===== config.mk =====
export PLATFORM = sky130hd
export DESIGN_NAME = servo_match_clamp
export DESIGN_NICKNAME = d
export VERILOG_FILES = /design/src/core/servo_pkg.sv /design/src/core/servo_match_clamp.sv /design/src/core/servo_ms_delay.sv
export SDC_FILE = /design/constraint.sdc
export NUM_CORES = 1
export LEC_CHECK = 0
export ABC_CLOCK_PERIOD_IN_PS = 28200
export BUFFER_PORTS_ARGS = -buffer_cell sky130_fd_sc_hd__buf_2
export CORE_MARGIN = 5
export CORE_UTILIZATION = 50
export DETAILED_ROUTE_END_ITERATION = 8
export HOLD_SLACK_MARGIN = 0.05
export PLACE_DENSITY = 0.69
export RECOVER_POWER = 50
export SYNTH_ARGS = -nofsm -noshare
export SYNTH_HDL_FRONTEND = slang
export SYNTH_SLANG_ARGS = --single-unit
export TNS_END_PERCENT = 20

===== constraint.sdc =====
create_clock -name i_mclk -period 28.2 [get_ports i_mclk]
set_clock_uncertainty 0.1 [all_clocks]
set_input_delay 2.82 -clock i_mclk [delete_from_list [all_inputs] [get_ports i_mclk]]
set_output_delay 2.82 -clock i_mclk [all_outputs]
set_load 0.005 [all_outputs]

===== src/core/servo_pkg.sv =====
/*
  Shared constants for the servo position match and zero clamp block:
  register offsets, reset values, selector codes and timing counts.
  Assumes a 125 MHz system clock and a 32-bit classic Wishbone bus.
*/
package servo_pkg;

  // Clock rate and time base.
  localparam int unsigned CLK_HZ          = 125_000_000;
  localparam int unsigned MS_CYCLES       = CLK_HZ / 1000;

  // Register byte offsets.
  localparam logic [7:0] OFS_TARGET       = 8'h00;
  localparam logic [7:0] OFS_OUT_CODE     = 8'h04;
  localparam logic [7:0] OFS_MODE         = 8'h08;
  localparam logic [7:0] OFS_CLAMP_METH   = 8'h0c;
  localparam logic [7:0] OFS_ZERO_THR     = 8'h10;
  localparam logic [7:0] OFS_GS_METHOD    = 8'h14;
  localparam logic [7:0] OFS_GS_POSERR    = 8'h18;
  localparam logic [7:0] OFS_GS_VEL       = 8'h1c;
  localparam logic [7:0] OFS_GS_TORQ      = 8'h20;
  localparam logic [7:0] OFS_DLY_2TO1     = 8'h24;
  localparam logic [7:0] OFS_DLY_1TO2     = 8'h28;
  localparam logic [7:0] OFS_STATUS       = 8'h2c;
  localparam logic [7:0] OFS_IRQ_STAT     = 8'h30;
  localparam logic [7:0] OFS_IRQ_MASK     = 8'h34;
  localparam logic [7:0] OFS_LOCK_POS     = 8'h38;
  localparam logic [7:0] OFS_CLAMP_IN_CODE = 8'h3c;

  // Reset values.
  localparam logic [31:0] RST_TARGET      = 32'h0000_2710;
  localparam logic [7:0]  RST_OUT_CODE    = 8'h04;
  localparam logic [7:0]  RST_MODE        = 8'h15;
  localparam logic [2:0]  RST_CLAMP_METH  = 3'h0;
  localparam logic [15:0] RST_ZERO_THR    = 16'h0032;
  localparam logic [7:0]  RST_GS_METHOD   = 8'h00;
  localparam logic [31:0] RST_GS_POSERR   = 32'h0000_0000;
  localparam logic [15:0] RST_GS_VEL      = 16'h0000;
  localparam logic [15:0] RST_GS_TORQ     = 16'h000a;
  localparam logic [15:0] RST_DLY_2TO1    = 16'h000a;
  localparam logic [15:0] RST_DLY_1TO2    = 16'h0000;
  localparam logic [7:0]  RST_CLAMP_IN_CODE = 8'h01;

  // Match tolerance in pulses and threshold limits in 0.01 rps.
  localparam logic [31:0] MATCH_TOL       = 32'h0000_0064;
  localparam logic [15:0] ZERO_THR_MIN    = 16'h000a;
  localparam logic [15:0] ZERO_THR_MAX    = 16'h00c8;

  // Selector codes (values are decimal codes held as hex).
  localparam logic [7:0] OUT_CLOSE_ON     = 8'h04;
  localparam logic [7:0] OUT_OPEN_OFF     = 8'h1f;
  localparam logic [7:0] OUT_INVERT       = 8'h20;
  localparam logic [7:0] MODE_CMD_VEL     = 8'h0f;
  localparam logic [7:0] MODE_MODBUS      = 8'h15;
  localparam logic [7:0] IN_LOW_ACTIVE    = 8'h01;

  // Gain switching methods.
  localparam logic [7:0] GS_FIXED_FIRST   = 8'h00;
  localparam logic [7:0] GS_POS_ERR       = 8'h01;
  localparam logic [7:0] GS_VELOCITY      = 8'h02;
  localparam logic [7:0] GS_TORQUE        = 8'h03;

  // Status and interrupt bit positions.
  localparam int unsigned BIT_MATCH       = 0;
  localparam int unsigned BIT_LOCK        = 1;
  localparam int unsigned BIT_GAIN2       = 2;
  localparam int unsigned NUM_EVT         = 3;

endpackage : servo_pkg


===== src/core/servo_match_clamp.sv =====
/*
  Servo position match output, two-set gain selection, control mode
  selection and zero speed clamp, with a classic Wishbone register slave.
  Assumes position, velocity and torque samples synchronous to i_mclk.
*/
`timescale 1ns/1ps
// Operation
// - The match output is active while actual position is within 100 pulses of the target.
// - The target is a signed 32-bit pulse count that resets to 10000.
// - Code 04 closes the output on match and code 31 keeps it open without match.
// - Code 32 inverts the output so it is open on match and closed otherwise.
// - Two gain sets are kept and chosen by a switching method that resets to 0.
// - Switching is judged on position error, velocity and torque thresholds, torque default 10.
// - Returning from second to first gains waits 10 ms by default; the reverse waits 0.
// - Mode 15 selects command velocity and mode 21 is used for direct Modbus motion.
// - The clamp holds the shaft by engaging the position loop inside velocity mode.
// - With clamp method 0 the clamp depends on the clamp request input.
// - With method 0 the lock starts when the input is valid and command speed is low.
// - While locked the lock position is kept and the loop drives back to it.
// - With input code 01 a low input plus a low command speed makes the clamp valid.
// - The zero speed threshold runs 0.1 to 2 rps, default 0.5, and equal counts as zero.
module servo_match_clamp
  import servo_pkg::*;
#(
  parameter int unsigned MS_TICKS = MS_CYCLES
) (
  // Clock and reset.
  input  wire logic        i_mclk,
  input  wire logic        i_rst,
  // Wishbone slave.
  input  wire logic        i_wb_cyc,
  input  wire logic        i_wb_stb,
  input  wire logic        i_wb_we,
  input  wire logic [7:0]  i_wb_adr,
  input  wire logic [3:0]  i_wb_sel,
  input  wire logic [31:0] i_wb_dat,
  output logic [31:0]      o_wb_dat,
  output logic             o_wb_ack,
  // Motion feedback, velocities in 0.01 rps, torque in 0.1 %.
  input  wire logic [31:0] i_actual_pos,
  input  wire logic [31:0] i_pos_error,
  input  wire logic [15:0] i_cmd_velocity,
  input  wire logic [15:0] i_actual_velocity,
  input  wire logic [15:0] i_actual_torque,
  input  wire logic        i_clamp_request_input,
  // Outputs to the drive.
  output logic             o_position_match_output,
  output logic             o_gain_set2,
  output logic             o_velocity_mode,
  output logic             o_position_lock,
  output logic [31:0]      o_lock_position,
  output logic             o_irq
);

  typedef struct packed {
    logic [31:0] target;
    logic [7:0]  out_code;
    logic [7:0]  mode;
    logic [2:0]  clamp_meth;
    logic [15:0] zero_thr;
    logic [7:0]  gs_method;
    logic [31:0] gs_poserr;
    logic [15:0] gs_vel;
    logic [15:0] gs_torq;
    logic [15:0] dly_2to1;
    logic [15:0] dly_1to2;
    logic [7:0]  in_code;
    logic [NUM_EVT-1:0] irq_stat;
    logic [NUM_EVT-1:0] irq_mask;
    logic        match_out;
    logic        match_q;
    logic        gain2;
    logic        lock;
    logic [31:0] lock_pos;
    logic [31:0] rdata;
    logic        ack;
    logic        irq;
    logic        vel_mode;
  } core_state_t;

  core_state_t st;
  core_state_t next_st;

  logic        in_window;
  logic        clamp_valid;
  logic        want_gain2;
  logic        to2_done;
  logic        to1_done;
  logic [31:0] diff;
  logic [31:0] abs_diff;
  logic [15:0] abs_cmd_vel;
  logic [31:0] abs_poserr;
  logic [15:0] abs_act_vel;
  logic [15:0] abs_torq;
  logic        wb_req;
  logic [31:0] wmask;

  //////////////////////////////////////////////////////////////////////////////
  // Condition evaluation.

  // Signed distance to the target, judged every clock.
  always_comb begin
    diff        = i_actual_pos - st.target;
    abs_diff    = diff[31] ? (32'h0 - diff) : diff;
    abs_cmd_vel = i_cmd_velocity[15] ? (16'h0 - i_cmd_velocity) : i_cmd_velocity;
    abs_poserr  = i_pos_error[31] ? (32'h0 - i_pos_error) : i_pos_error;
    abs_act_vel = i_actual_velocity[15] ? (16'h0 - i_actual_velocity) : i_actual_velocity;
    abs_torq    = i_actual_torque[15] ? (16'h0 - i_actual_torque) : i_actual_torque;
    in_window   = (abs_diff <= MATCH_TOL);
  end

  // Clamp request qualification; code 01 means the input is low-active.
  always_comb begin
    logic input_valid;
    input_valid = (st.in_code == IN_LOW_ACTIVE) ? !i_clamp_request_input
                                                : i_clamp_request_input;
    clamp_valid = (st.clamp_meth == RST_CLAMP_METH)
               && (st.mode == MODE_CMD_VEL)
               && input_valid
               && (abs_cmd_vel <= st.zero_thr);
  end

  // Gain switching demand from the selected method.
  always_comb begin
    unique case (st.gs_method)
      GS_POS_ERR:  want_gain2 = abs_poserr > st.gs_poserr;
      GS_VELOCITY: want_gain2 = abs_act_vel > st.gs_vel;
      GS_TORQUE:   want_gain2 = abs_torq > st.gs_torq;
      default:     want_gain2 = 1'b0;
    endcase
  end

  //////////////////////////////////////////////////////////////////////////////
  // Gain change delays.

  // First to second set waits for the demand to hold its delay.
  servo_ms_delay #(.MS_TICKS(MS_TICKS)) u_dly_1to2 (
    .i_mclk     (i_mclk),
    .i_rst      (i_rst),
    .i_req      (want_gain2 && !st.gain2),
    .i_delay_ms (st.dly_1to2),
    .o_done     (to2_done)
  );

  // Second to first set waits for the demand to be absent its delay.
  servo_ms_delay #(.MS_TICKS(MS_TICKS)) u_dly_2to1 (
    .i_mclk     (i_mclk),
    .i_rst      (i_rst),
    .i_req      (!want_gain2 && st.gain2),
    .i_delay_ms (st.dly_2to1),
    .o_done     (to1_done)
  );

  //////////////////////////////////////////////////////////////////////////////
  // Next state.

  assign wb_req = i_wb_cyc && i_wb_stb && !st.ack;
  assign wmask  = {{8{i_wb_sel[3]}}, {8{i_wb_sel[2]}}, {8{i_wb_sel[1]}}, {8{i_wb_sel[0]}}};

  always_comb begin
    logic [NUM_EVT-1:0] evt;
    logic [31:0]        wv;
    logic [31:0]        thr;
    next_st = st;
    evt     = '0;
    wv      = '0;
    thr     = '0;

    // Output polarity; unknown codes leave the output open.
    next_st.match_q = in_window;
    unique case (st.out_code)
      OUT_CLOSE_ON, OUT_OPEN_OFF: next_st.match_out = in_window;
      OUT_INVERT:                 next_st.match_out = !in_window;
      default:                    next_st.match_out = 1'b0;
    endcase

    // Gain set selection; the demand must still stand when the delay runs out,
    // so a method change in the same cycle cannot leave a stale switch behind.
    if (!st.gain2 && to2_done && want_gain2) begin
      next_st.gain2 = 1'b1;
    end else if (st.gain2 && to1_done && !want_gain2) begin
      next_st.gain2 = 1'b0;
    end

    // Position lock: catch the position on entry and hold it.
    if (clamp_valid && !st.lock) begin
      next_st.lock     = 1'b1;
      next_st.lock_pos = i_actual_pos;
    end else if (!clamp_valid) begin
      next_st.lock = 1'b0;
    end

    // Events on rising edges of match, lock and gain set 2.
    evt[BIT_MATCH] = in_window && !st.match_q;
    evt[BIT_LOCK]  = next_st.lock && !st.lock;
    evt[BIT_GAIN2] = next_st.gain2 && !st.gain2;

    // Bus access, answered one cycle after the request.
    next_st.ack = wb_req;
    if (wb_req && !i_wb_we) begin
      unique case (i_wb_adr)
        OFS_TARGET:        next_st.rdata = st.target;
        OFS_OUT_CODE:      next_st.rdata = {24'h0, st.out_code};
        OFS_MODE:          next_st.rdata = {24'h0, st.mode};
        OFS_CLAMP_METH:    next_st.rdata = {29'h0, st.clamp_meth};
        OFS_ZERO_THR:      next_st.rdata = {16'h0, st.zero_thr};
        OFS_GS_METHOD:     next_st.rdata = {24'h0, st.gs_method};
        OFS_GS_POSERR:     next_st.rdata = st.gs_poserr;
        OFS_GS_VEL:        next_st.rdata = {16'h0, st.gs_vel};
        OFS_GS_TORQ:       next_st.rdata = {16'h0, st.gs_torq};
        OFS_DLY_2TO1:      next_st.rdata = {16'h0, st.dly_2to1};
        OFS_DLY_1TO2:      next_st.rdata = {16'h0, st.dly_1to2};
        OFS_STATUS:        next_st.rdata = {29'h0, st.gain2, st.lock, st.match_q};
        OFS_IRQ_STAT:      next_st.rdata = {29'h0, st.irq_stat};
        OFS_IRQ_MASK:      next_st.rdata = {29'h0, st.irq_mask};
        OFS_LOCK_POS:      next_st.rdata = st.lock_pos;
        OFS_CLAMP_IN_CODE: next_st.rdata = {24'h0, st.in_code};
        default:           next_st.rdata = 32'h0;
      endcase
    end

    // Reading the interrupt status clears it; new events win over the clear.
    if (wb_req && !i_wb_we && i_wb_adr == OFS_IRQ_STAT) begin
      next_st.irq_stat = evt;
    end else begin
      next_st.irq_stat = st.irq_stat | evt;
    end

    // Register writes; only the target honours the byte enables.
    if (wb_req && i_wb_we) begin
      unique case (i_wb_adr)
        OFS_TARGET: begin
          wv = (st.target & ~wmask) | (i_wb_dat & wmask);
          // The most negative count is outside the range and is clipped.
          next_st.target = (wv == 32'h8000_0000) ? 32'h8000_0001 : wv;
        end
        OFS_OUT_CODE:      next_st.out_code   = i_wb_dat[7:0];
        OFS_MODE: begin
          if (i_wb_dat[7:0] == MODE_CMD_VEL || i_wb_dat[7:0] == MODE_MODBUS) begin
            next_st.mode = i_wb_dat[7:0];
          end
        end
        OFS_CLAMP_METH:    next_st.clamp_meth = i_wb_dat[2:0];
        OFS_ZERO_THR: begin
          thr = {16'h0, i_wb_dat[15:0]};
          if (thr[15:0] < ZERO_THR_MIN) begin
            next_st.zero_thr = ZERO_THR_MIN;
          end else if (thr[15:0] > ZERO_THR_MAX) begin
            next_st.zero_thr = ZERO_THR_MAX;
          end else begin
            next_st.zero_thr = thr[15:0];
          end
        end
        OFS_GS_METHOD:     next_st.gs_method  = i_wb_dat[7:0];
        OFS_GS_POSERR:     next_st.gs_poserr  = i_wb_dat;
        OFS_GS_VEL:        next_st.gs_vel     = i_wb_dat[15:0];
        OFS_GS_TORQ:       next_st.gs_torq    = i_wb_dat[15:0];
        OFS_DLY_2TO1:      next_st.dly_2to1   = i_wb_dat[15:0];
        OFS_DLY_1TO2:      next_st.dly_1to2   = i_wb_dat[15:0];
        OFS_IRQ_MASK:      next_st.irq_mask   = i_wb_dat[NUM_EVT-1:0];
        OFS_CLAMP_IN_CODE: next_st.in_code    = i_wb_dat[7:0];
        default:           next_st.target     = st.target;
      endcase
    end

    // Mode flag is registered so the output comes straight from a flip-flop.
    next_st.vel_mode = (next_st.mode == MODE_CMD_VEL);
    next_st.irq      = |(next_st.irq_stat & next_st.irq_mask);
  end

  //////////////////////////////////////////////////////////////////////////////
  // State register.

  always_ff @(posedge i_mclk or posedge i_rst) begin
    if (i_rst) begin
      st            <= '0;
      st.target     <= RST_TARGET;
      st.out_code   <= RST_OUT_CODE;
      st.mode       <= RST_MODE;
      st.clamp_meth <= RST_CLAMP_METH;
      st.zero_thr   <= RST_ZERO_THR;
      st.gs_method  <= RST_GS_METHOD;
      st.gs_poserr  <= RST_GS_POSERR;
      st.gs_vel     <= RST_GS_VEL;
      st.gs_torq    <= RST_GS_TORQ;
      st.dly_2to1   <= RST_DLY_2TO1;
      st.dly_1to2   <= RST_DLY_1TO2;
      st.in_code    <= RST_CLAMP_IN_CODE;
    end else begin
      st <= next_st;
    end
  end

  // Outputs straight from the state register.
  assign o_position_match_output = st.match_out;
  assign o_gain_set2             = st.gain2;
  assign o_velocity_mode         = st.vel_mode;
  assign o_position_lock         = st.lock;
  assign o_lock_position         = st.lock_pos;
  assign o_wb_dat                = st.rdata;
  assign o_wb_ack                = st.ack;
  assign o_irq                   = st.irq;
endmodule : servo_match_clamp


===== src/core/servo_ms_delay.sv =====
/*
  Millisecond delay qualifier: output follows the request only after the
  request has stood for the programmed number of milliseconds.
  Assumes one clock and a synchronous request level.
*/
`timescale 1ns/1ps
module servo_ms_delay
  import servo_pkg::*;
#(
  parameter int unsigned MS_TICKS = MS_CYCLES
) (
  // Clock and reset.
  input  wire logic        i_mclk,
  input  wire logic        i_rst,
  // Request and delay.
  input  wire logic        i_req,
  input  wire logic [15:0] i_delay_ms,
  // Qualified level.
  output logic             o_done
);

  typedef struct packed {
    logic [31:0] tick;
    logic [15:0] ms;
    logic        done;
  } dly_state_t;

  dly_state_t st;
  dly_state_t next_st;

  // Count whole milliseconds while the request stands; clear when it drops.
  always_comb begin
    next_st = st;
    if (!i_req) begin
      next_st = '0;
    end else if (st.ms >= i_delay_ms) begin
      next_st.done = 1'b1;
    end else if (st.tick == 32'(MS_TICKS - 1)) begin
      next_st.tick = '0;
      next_st.ms   = st.ms + 16'h0001;
    end else begin
      next_st.tick = st.tick + 32'h0000_0001;
    end
  end

  // State register.
  always_ff @(posedge i_mclk or posedge i_rst) begin
    if (i_rst) begin
      st <= '0;
    end else begin
      st <= next_st;
    end
  end

  assign o_done = st.done;

endmodule : servo_ms_delay


==> impl_metrics.ini, run 1 <==
[synth]
synthArstFlopShare = 1.000
syn_avg_cell_area_um2 = 9.274
ys_seq_elements = 354
ys_types = 109
synthCells = 2677
synth_ff_type = dfrtp_1
postSynthNetCount = 2991
ys_seq_area_frac = 0.3577
synth-edff-count = 0
netlist_area_um2 = 24830
synth_warnings = 0

[cts]
tritoncts = built
cts_resized = 0
cts_setup_buffers = 0
clkLatencyLatePin_ps = 580
cts_made_buffers = 42
cts_hold_buf = 0
clock_sinks = 354
cts_max_path_buffers = 3
clk_pin_slew_ps = 60
htreeDepth = 2
cts-root-buf = clkbuf_16

[hold_path]
hold_depth = 2
hp-class = register to register
worstHoldStart = o_wb_dat[1]

[power]
p_seq_frac = 0.412
p_int_mw = 0.9118
power.density_nw_per_um2 = 45.43
power_frac_comb = 0.134
switching_share = 0.2700
ir_worst_vdd_mv = 0.04114
p_clk_frac = 0.454
p_leak_nw = 11.88
power_switching_mw = 0.3372

[worst_setup_path]
slowest_stage = clkbuf_1
r2r_setup_slack_ps = 23340
path_class = input port to async pin
cp-start-kind = input port
rr_worst_depth = 14
crit_start = i_rst
end_kind = async pin
r2r-start = st[228]
worst-path-max-fanout = 154
slowest_delay_ps = 5800
path_cells = buf_2 > clkinvlp_2 > clkbuf_1
reg2reg_to = o_position_match_output
worstSetupEndpoint = u_dly_1to2.st[22]
cp.arrival_ps = 12160
cp_data_required_time_ps = 26770

[outcome]
violations = max-capacitance violations, max-slew violations
run_status = complete, but fails checks

[cells_and_area]
multi_input_area_um2 = 14400
nNetsFinal = 3122
mostFrequentLayoutCell = dfrtp_1
finalCoreUtilization = 0.5605
drive_above_1_share = 0.1856
layout_common_cells = dfrtp_1, nand2_1, buf_2
syn_to_final_growth_pct = 10.73
fillCellCount = 4386
seq_area_um2 = 8880

[route]
first_iter_violations = 2341
dr.pass1.iters = 7
finalWirelength_um = 81640
vias_per_cell = 6.394
ant_nets = 0
vias = 22430
drc = 0
wl_per_cell_um = 23.28

[grt]
grt_max_degree = 155
grtUsageTotal = 0.2956
grt_pass1_wl_um = 126500
grt_overflow = 0
grt_antenna_before_repair = 4
grt_pass1_vias = 22080

[run]
drv_cap = 3

[floorplanning]
start_util = 0.5061
num_rows = 81
die_h_um = 232.8
dieArea_um2 = 54210
ios = 232
placeableCoreArea_um2 = 49050
die_w_um = 232.8

[timing]
fin_crit_sh = 0.4818
rsz0062_at_grt = no
fin_tns_setup_ps = 0
hold_viol_final = 0
maxSlewHeadroom = -4.336
fmax_mhz = 73.59
final_max_slew_viol_count = 359
fin_crit_ps = 13590
setup_violations = 0
worstMarginPinSlew_ps = 8004

[placed_design]
globalplace.congestion = 0.9910
port_buffers = 231
dp_hpwl_um = 62800
==> per-layer routing <==
layer	GRT usage	vias to the layer above	wire, um
li1	-	10150	-
met1	0.3968	11120	34290
met2	0.4795	965	37650
met3	0.04503	195	5998
met4	0.1231	0	3694
met5	0	-	0
==> synthesized netlist by cell type (all sizes together) (11+ instances only) <==
cell | n | share of area
buf | 89 | 0.025
dfrtp | 337 | 0.34
a31oi | 11 | 0.0028
and2 | 15 | 0.0038
a22o | 40 | 0.014
and3 | 41 | 0.011
a21o | 53 | 0.016
nand2 | 219 | 0.033
a222oi | 18 | 0.0073
mux2i | 26 | 0.010
a21boi | 12 | 0.0041
nor3 | 43 | 0.0091
a22oi | 36 | 0.011
xnor2 | 84 | 0.030
a211oi | 18 | 0.0060
o21a | 26 | 0.0079
o31ai | 37 | 0.011
o21ai | 137 | 0.028
mux2 | 184 | 0.083
nor4 | 44 | 0.012
a21oi | 128 | 0.027
dfstp | 17 | 0.018
nand2b | 39 | 0.0098
nand3 | 83 | 0.017
nand4 | 68 | 0.018
clkbuf | 77 | 0.012
nor4b | 12 | 0.0042
a221oi | 26 | 0.0092
nor2b | 15 | 0.0038
o211ai | 20 | 0.0067
ha | 151 | 0.076
o41ai | 13 | 0.0052
inv | 181 | 0.027
nor2 | 149 | 0.023
or4 | 33 | 0.010
xor2 | 29 | 0.011
or3 | 35 | 0.0090
==> critical path: cells and delay by family <==
kind	cells	cell delay (ps)
buf+inv	3	9050
==> worst min-delay path by stage <==
stage	endpoint	slack, ps
after floorplan	st[74]	340
after global placement	o_wb_dat[1]	360
after detailed placement	o_wb_dat[1]	370
after CTS	o_wb_dat[1]	380
after global routing	o_wb_dat[23]	410
final	o_wb_dat[1]	380
==> power by group through the flow <==
stage / combinational (mW) / sequential [mW] / clock, mW
2_1_floorplan: 0.109 / 0.522 / 0
3_3_place_gp: 0.159 / 0.524 / 0
3_5_place_dp: 0.164 / 0.524 / 0
4_1_cts: 0.166 / 0.515 / 0.577
5_1_grt: 0.184 / 0.515 / 0.596
6_report: 0.167 / 0.515 / 0.567
==> sequential cells by signal, indices dropped and copies added, names as in the netlist <==
signal,flops
st,186
u_dly_1to2.st,48
u_dly_2to1.st,48
o_lock_position,32
o_wb_dat,32
o_gain_set2,1
o_irq,1
o_position_lock,1
o_position_match_output,1
o_velocity_mode,1
o_wb_ack,1
u_dly_1to2.o_done,1
u_dly_2to1.o_done,1
==> per-stage QoR <==
stage | total power, mW | instance area (um2) | hold slack, ps | cells | worst slack [ps]
floorplan | 0.6309 | 24830 | 336.7 | 2677 | 15490
global placement | 0.6829 | 26130 | 356.2 | 3428 | 20100
detailed placement | 0.6882 | 26130 | 365.2 | 3428 | 19810
finish | 1.249 | 27490 | 383.4 | 3507 | 14610
CTS | 1.257 | 27580 | 379.0 | 3504 | 20420
global route | 1.295 | 27490 | 410.6 | 3507 | 12160
==> cell families (layout without fill, tap and decap cells) <==
kind of cell | count (synthesis) | after routing | synth area share
compound gates | 648 | 648 | 0.1845
xor+xnor | 113 | 113 | 0.04017
fa+ha+maj | 152 | 152 | 0.07690
buf+inv | 347 | 510 | 0.06355
flops | 354 | 354 | 0.3577
mux | 210 | 210 | 0.09394
other cells | 0 | 3 | 0
simple gates | 853 | 853 | 0.1833
==> layout make-up <==
type / instances / share of cell area
multi-input combinational: 1976 / 0.5237
inverter: 181 / 0.02476
tap: 664 / 0.03022
clock buffer: 58 / 0.04410
sequential: 354 / 0.3230
timing repair buffer: 253 / 0.04542
clock inverter: 18 / 0.008556
antenna: 3 / 0.0002731
(Power assumes the default switching activity.)
==> run 2: changes to the inputs <==
ABC_CLOCK_PERIOD_IN_PS = 12100   (was 28200)
PLACE_DENSITY = 0.72   (was 0.69)
clock period = 12.1 ns   (was 28.2 ns; I/O delays follow)
==> impl_metrics.ini, run 2 (synthesis results as in run 1) <==
[cts]
clkLatencyLatePin_ps = 590
cts_made_buffers = 41
cts_max_path_buffers = 3
clk_pin_slew_ps = 60
tritoncts = built
cts_resized = 0
cts_hold_buf = 0
cts-root-buf = clkbuf_16
clock_sinks = 354
htreeDepth = 2
cts_setup_buffers = 0

[route]
dr.pass1.iters = 6
drc = 0
first_iter_violations = 2270
ant_nets = 0
finalWirelength_um = 81680
vias = 22300
vias_per_cell = 6.374
wl_per_cell_um = 23.35

[timing]
fin_tns_setup_ps = 0
final_max_slew_viol_count = 237
maxSlewHeadroom = -3.123
fin_crit_ps = 7982
holdWs_ps = 380.2
hold_viol_final = 0
worst_slack_ps = 4118
fin_crit_sh = 0.6597
worstMarginPinSlew_ps = 6151
fmax_mhz = 125.3
rsz0062_at_grt = no
setup_violations = 0

[grt]
grt_pass1_vias = 22050
grt_overflow = 0
grtUsageTotal = 0.2948
grt_pass1_wl_um = 126100
grt_max_degree = 134
grt_antenna_before_repair = 1

[power]
power_frac_comb = 0.140
switching_share = 0.2779
ir_worst_vdd_mv = 0.1195
p_seq_frac = 0.430
power_switching_mw = 0.7756
p_clk_frac = 0.430
p_int_mw = 2.015
p_leak_nw = 11.77
power.density_nw_per_um2 = 102.3

[worst_setup_path]
end_kind = async pin
cp_data_required_time_ps = 11820
cp.arrival_ps = 7700
worst-path-max-fanout = 133
cp-start-kind = input port
path_class = input port to async pin

[hold_path]
hp-class = register to register

[outcome]
violations = max-capacitance violations, max-slew violations
run_status = complete, but fails checks

[run]
drv_cap = 3

[floorplanning]
ios = 232
die_h_um = 232.8
start_util = 0.5061
dieArea_um2 = 54210
num_rows = 81
die_w_um = 232.8
placeableCoreArea_um2 = 49050

[cells_and_area]
finalCoreUtilization = 0.5563
reg_top3 = st: 186 flops, u_dly_1to2.st: 48 flops, u_dly_2to1.st: 48 flops
syn_to_final_growth_pct = 9.913
largest_reg_flops = 186
insertedDiodeCount = 0
regMostFlops = st
nNetsFinal = 3119
layout_common_cells = dfrtp_1, nand2_1, mux2_2
fillCellCount = 4436
mostFrequentLayoutCell = dfrtp_1
drive_above_1_share = 0.1793

[placed_design]
dpl_worst_slack_ps = 5092
dp_hpwl_um = 62220
port_buffers = 231
globalplace.congestion = 0.9961
-- run 2: cell count changes in the layout (fill, tap and decap cells not counted), moves of 2 or more --
cell	change
clkinv_4	-3
and2_0	-2
clkbuf_8	-2
buf_2	-4
bufinv_16	-4
clkbuf_1	+11
and2_1	+2
diode_2	-3
-- run 2: area by class of cell --
class,instances,area (um2),share of cell area
multi-input combinational,1976,14400,0.5275
tap,664,830.8,0.03044
sequential,354,8880,0.3254
clock buffer,63,1190,0.04360
inverter,181,680.7,0.02494
timing repair buffer,251,1232,0.04516
clock inverter,9,80.08,0.002934
-- run 2: per-stage QoR --
stage                     power, mW  std cells  cell area [um2]
after floorplan               1.470       2677            24830
after global placement        1.591       3426            26100
after CTS                     2.795       3498            27370
final                         2.791       3498            27290
after detailed placement      1.602       3426            26100
after global routing          2.887       3498            27290
-- run 2: worst paths after layout --
check | cells past startpoint | slack, ps | start | end
worst max-delay path | 3 | 4120 | i_rst | u_dly_2to1.st[25]
min in group asynchronous | 2 | 2460 | i_rst | st[158]
worst min-delay path | 2 | 380 | o_wb_dat[27] | o_wb_dat[27]
worst max register to register | 14 | 7270 | st[232] | o_position_match_output
max in group i_mclk | 24 | 5640 | i_pos_error[3] | u_dly_1to2.st[19]
worst min register to register | 2 | 380 | o_wb_dat[27] | o_wb_dat[27]
-- run 2: routing by layer --
metal / up-vias / track usage / share of wire
li1: 10100 / - / -
met1: 11000 / 0.3944 / 0.41
met2: 1004 / 0.4718 / 0.46
met3: 191 / 0.06370 / 0.093
met4: 2 / 0.1100 / 0.041
met5: - / 0 / 0.00013
-- run 2: power by group through the flow --
stage | logic, mW | registers (mW) | clock network [mW]
floorplan | 0.253 | 1.22 | 0
global placement | 0.370 | 1.22 | 0
detailed placement | 0.382 | 1.22 | 0
CTS | 0.384 | 1.20 | 1.21
global route | 0.427 | 1.20 | 1.26
finish | 0.389 | 1.20 | 1.20
-- run 2: critical path, cell delays in order --
cell        delay, ps
buf_2             100
clkinvlp_2       3380
clkbuf_1         2830
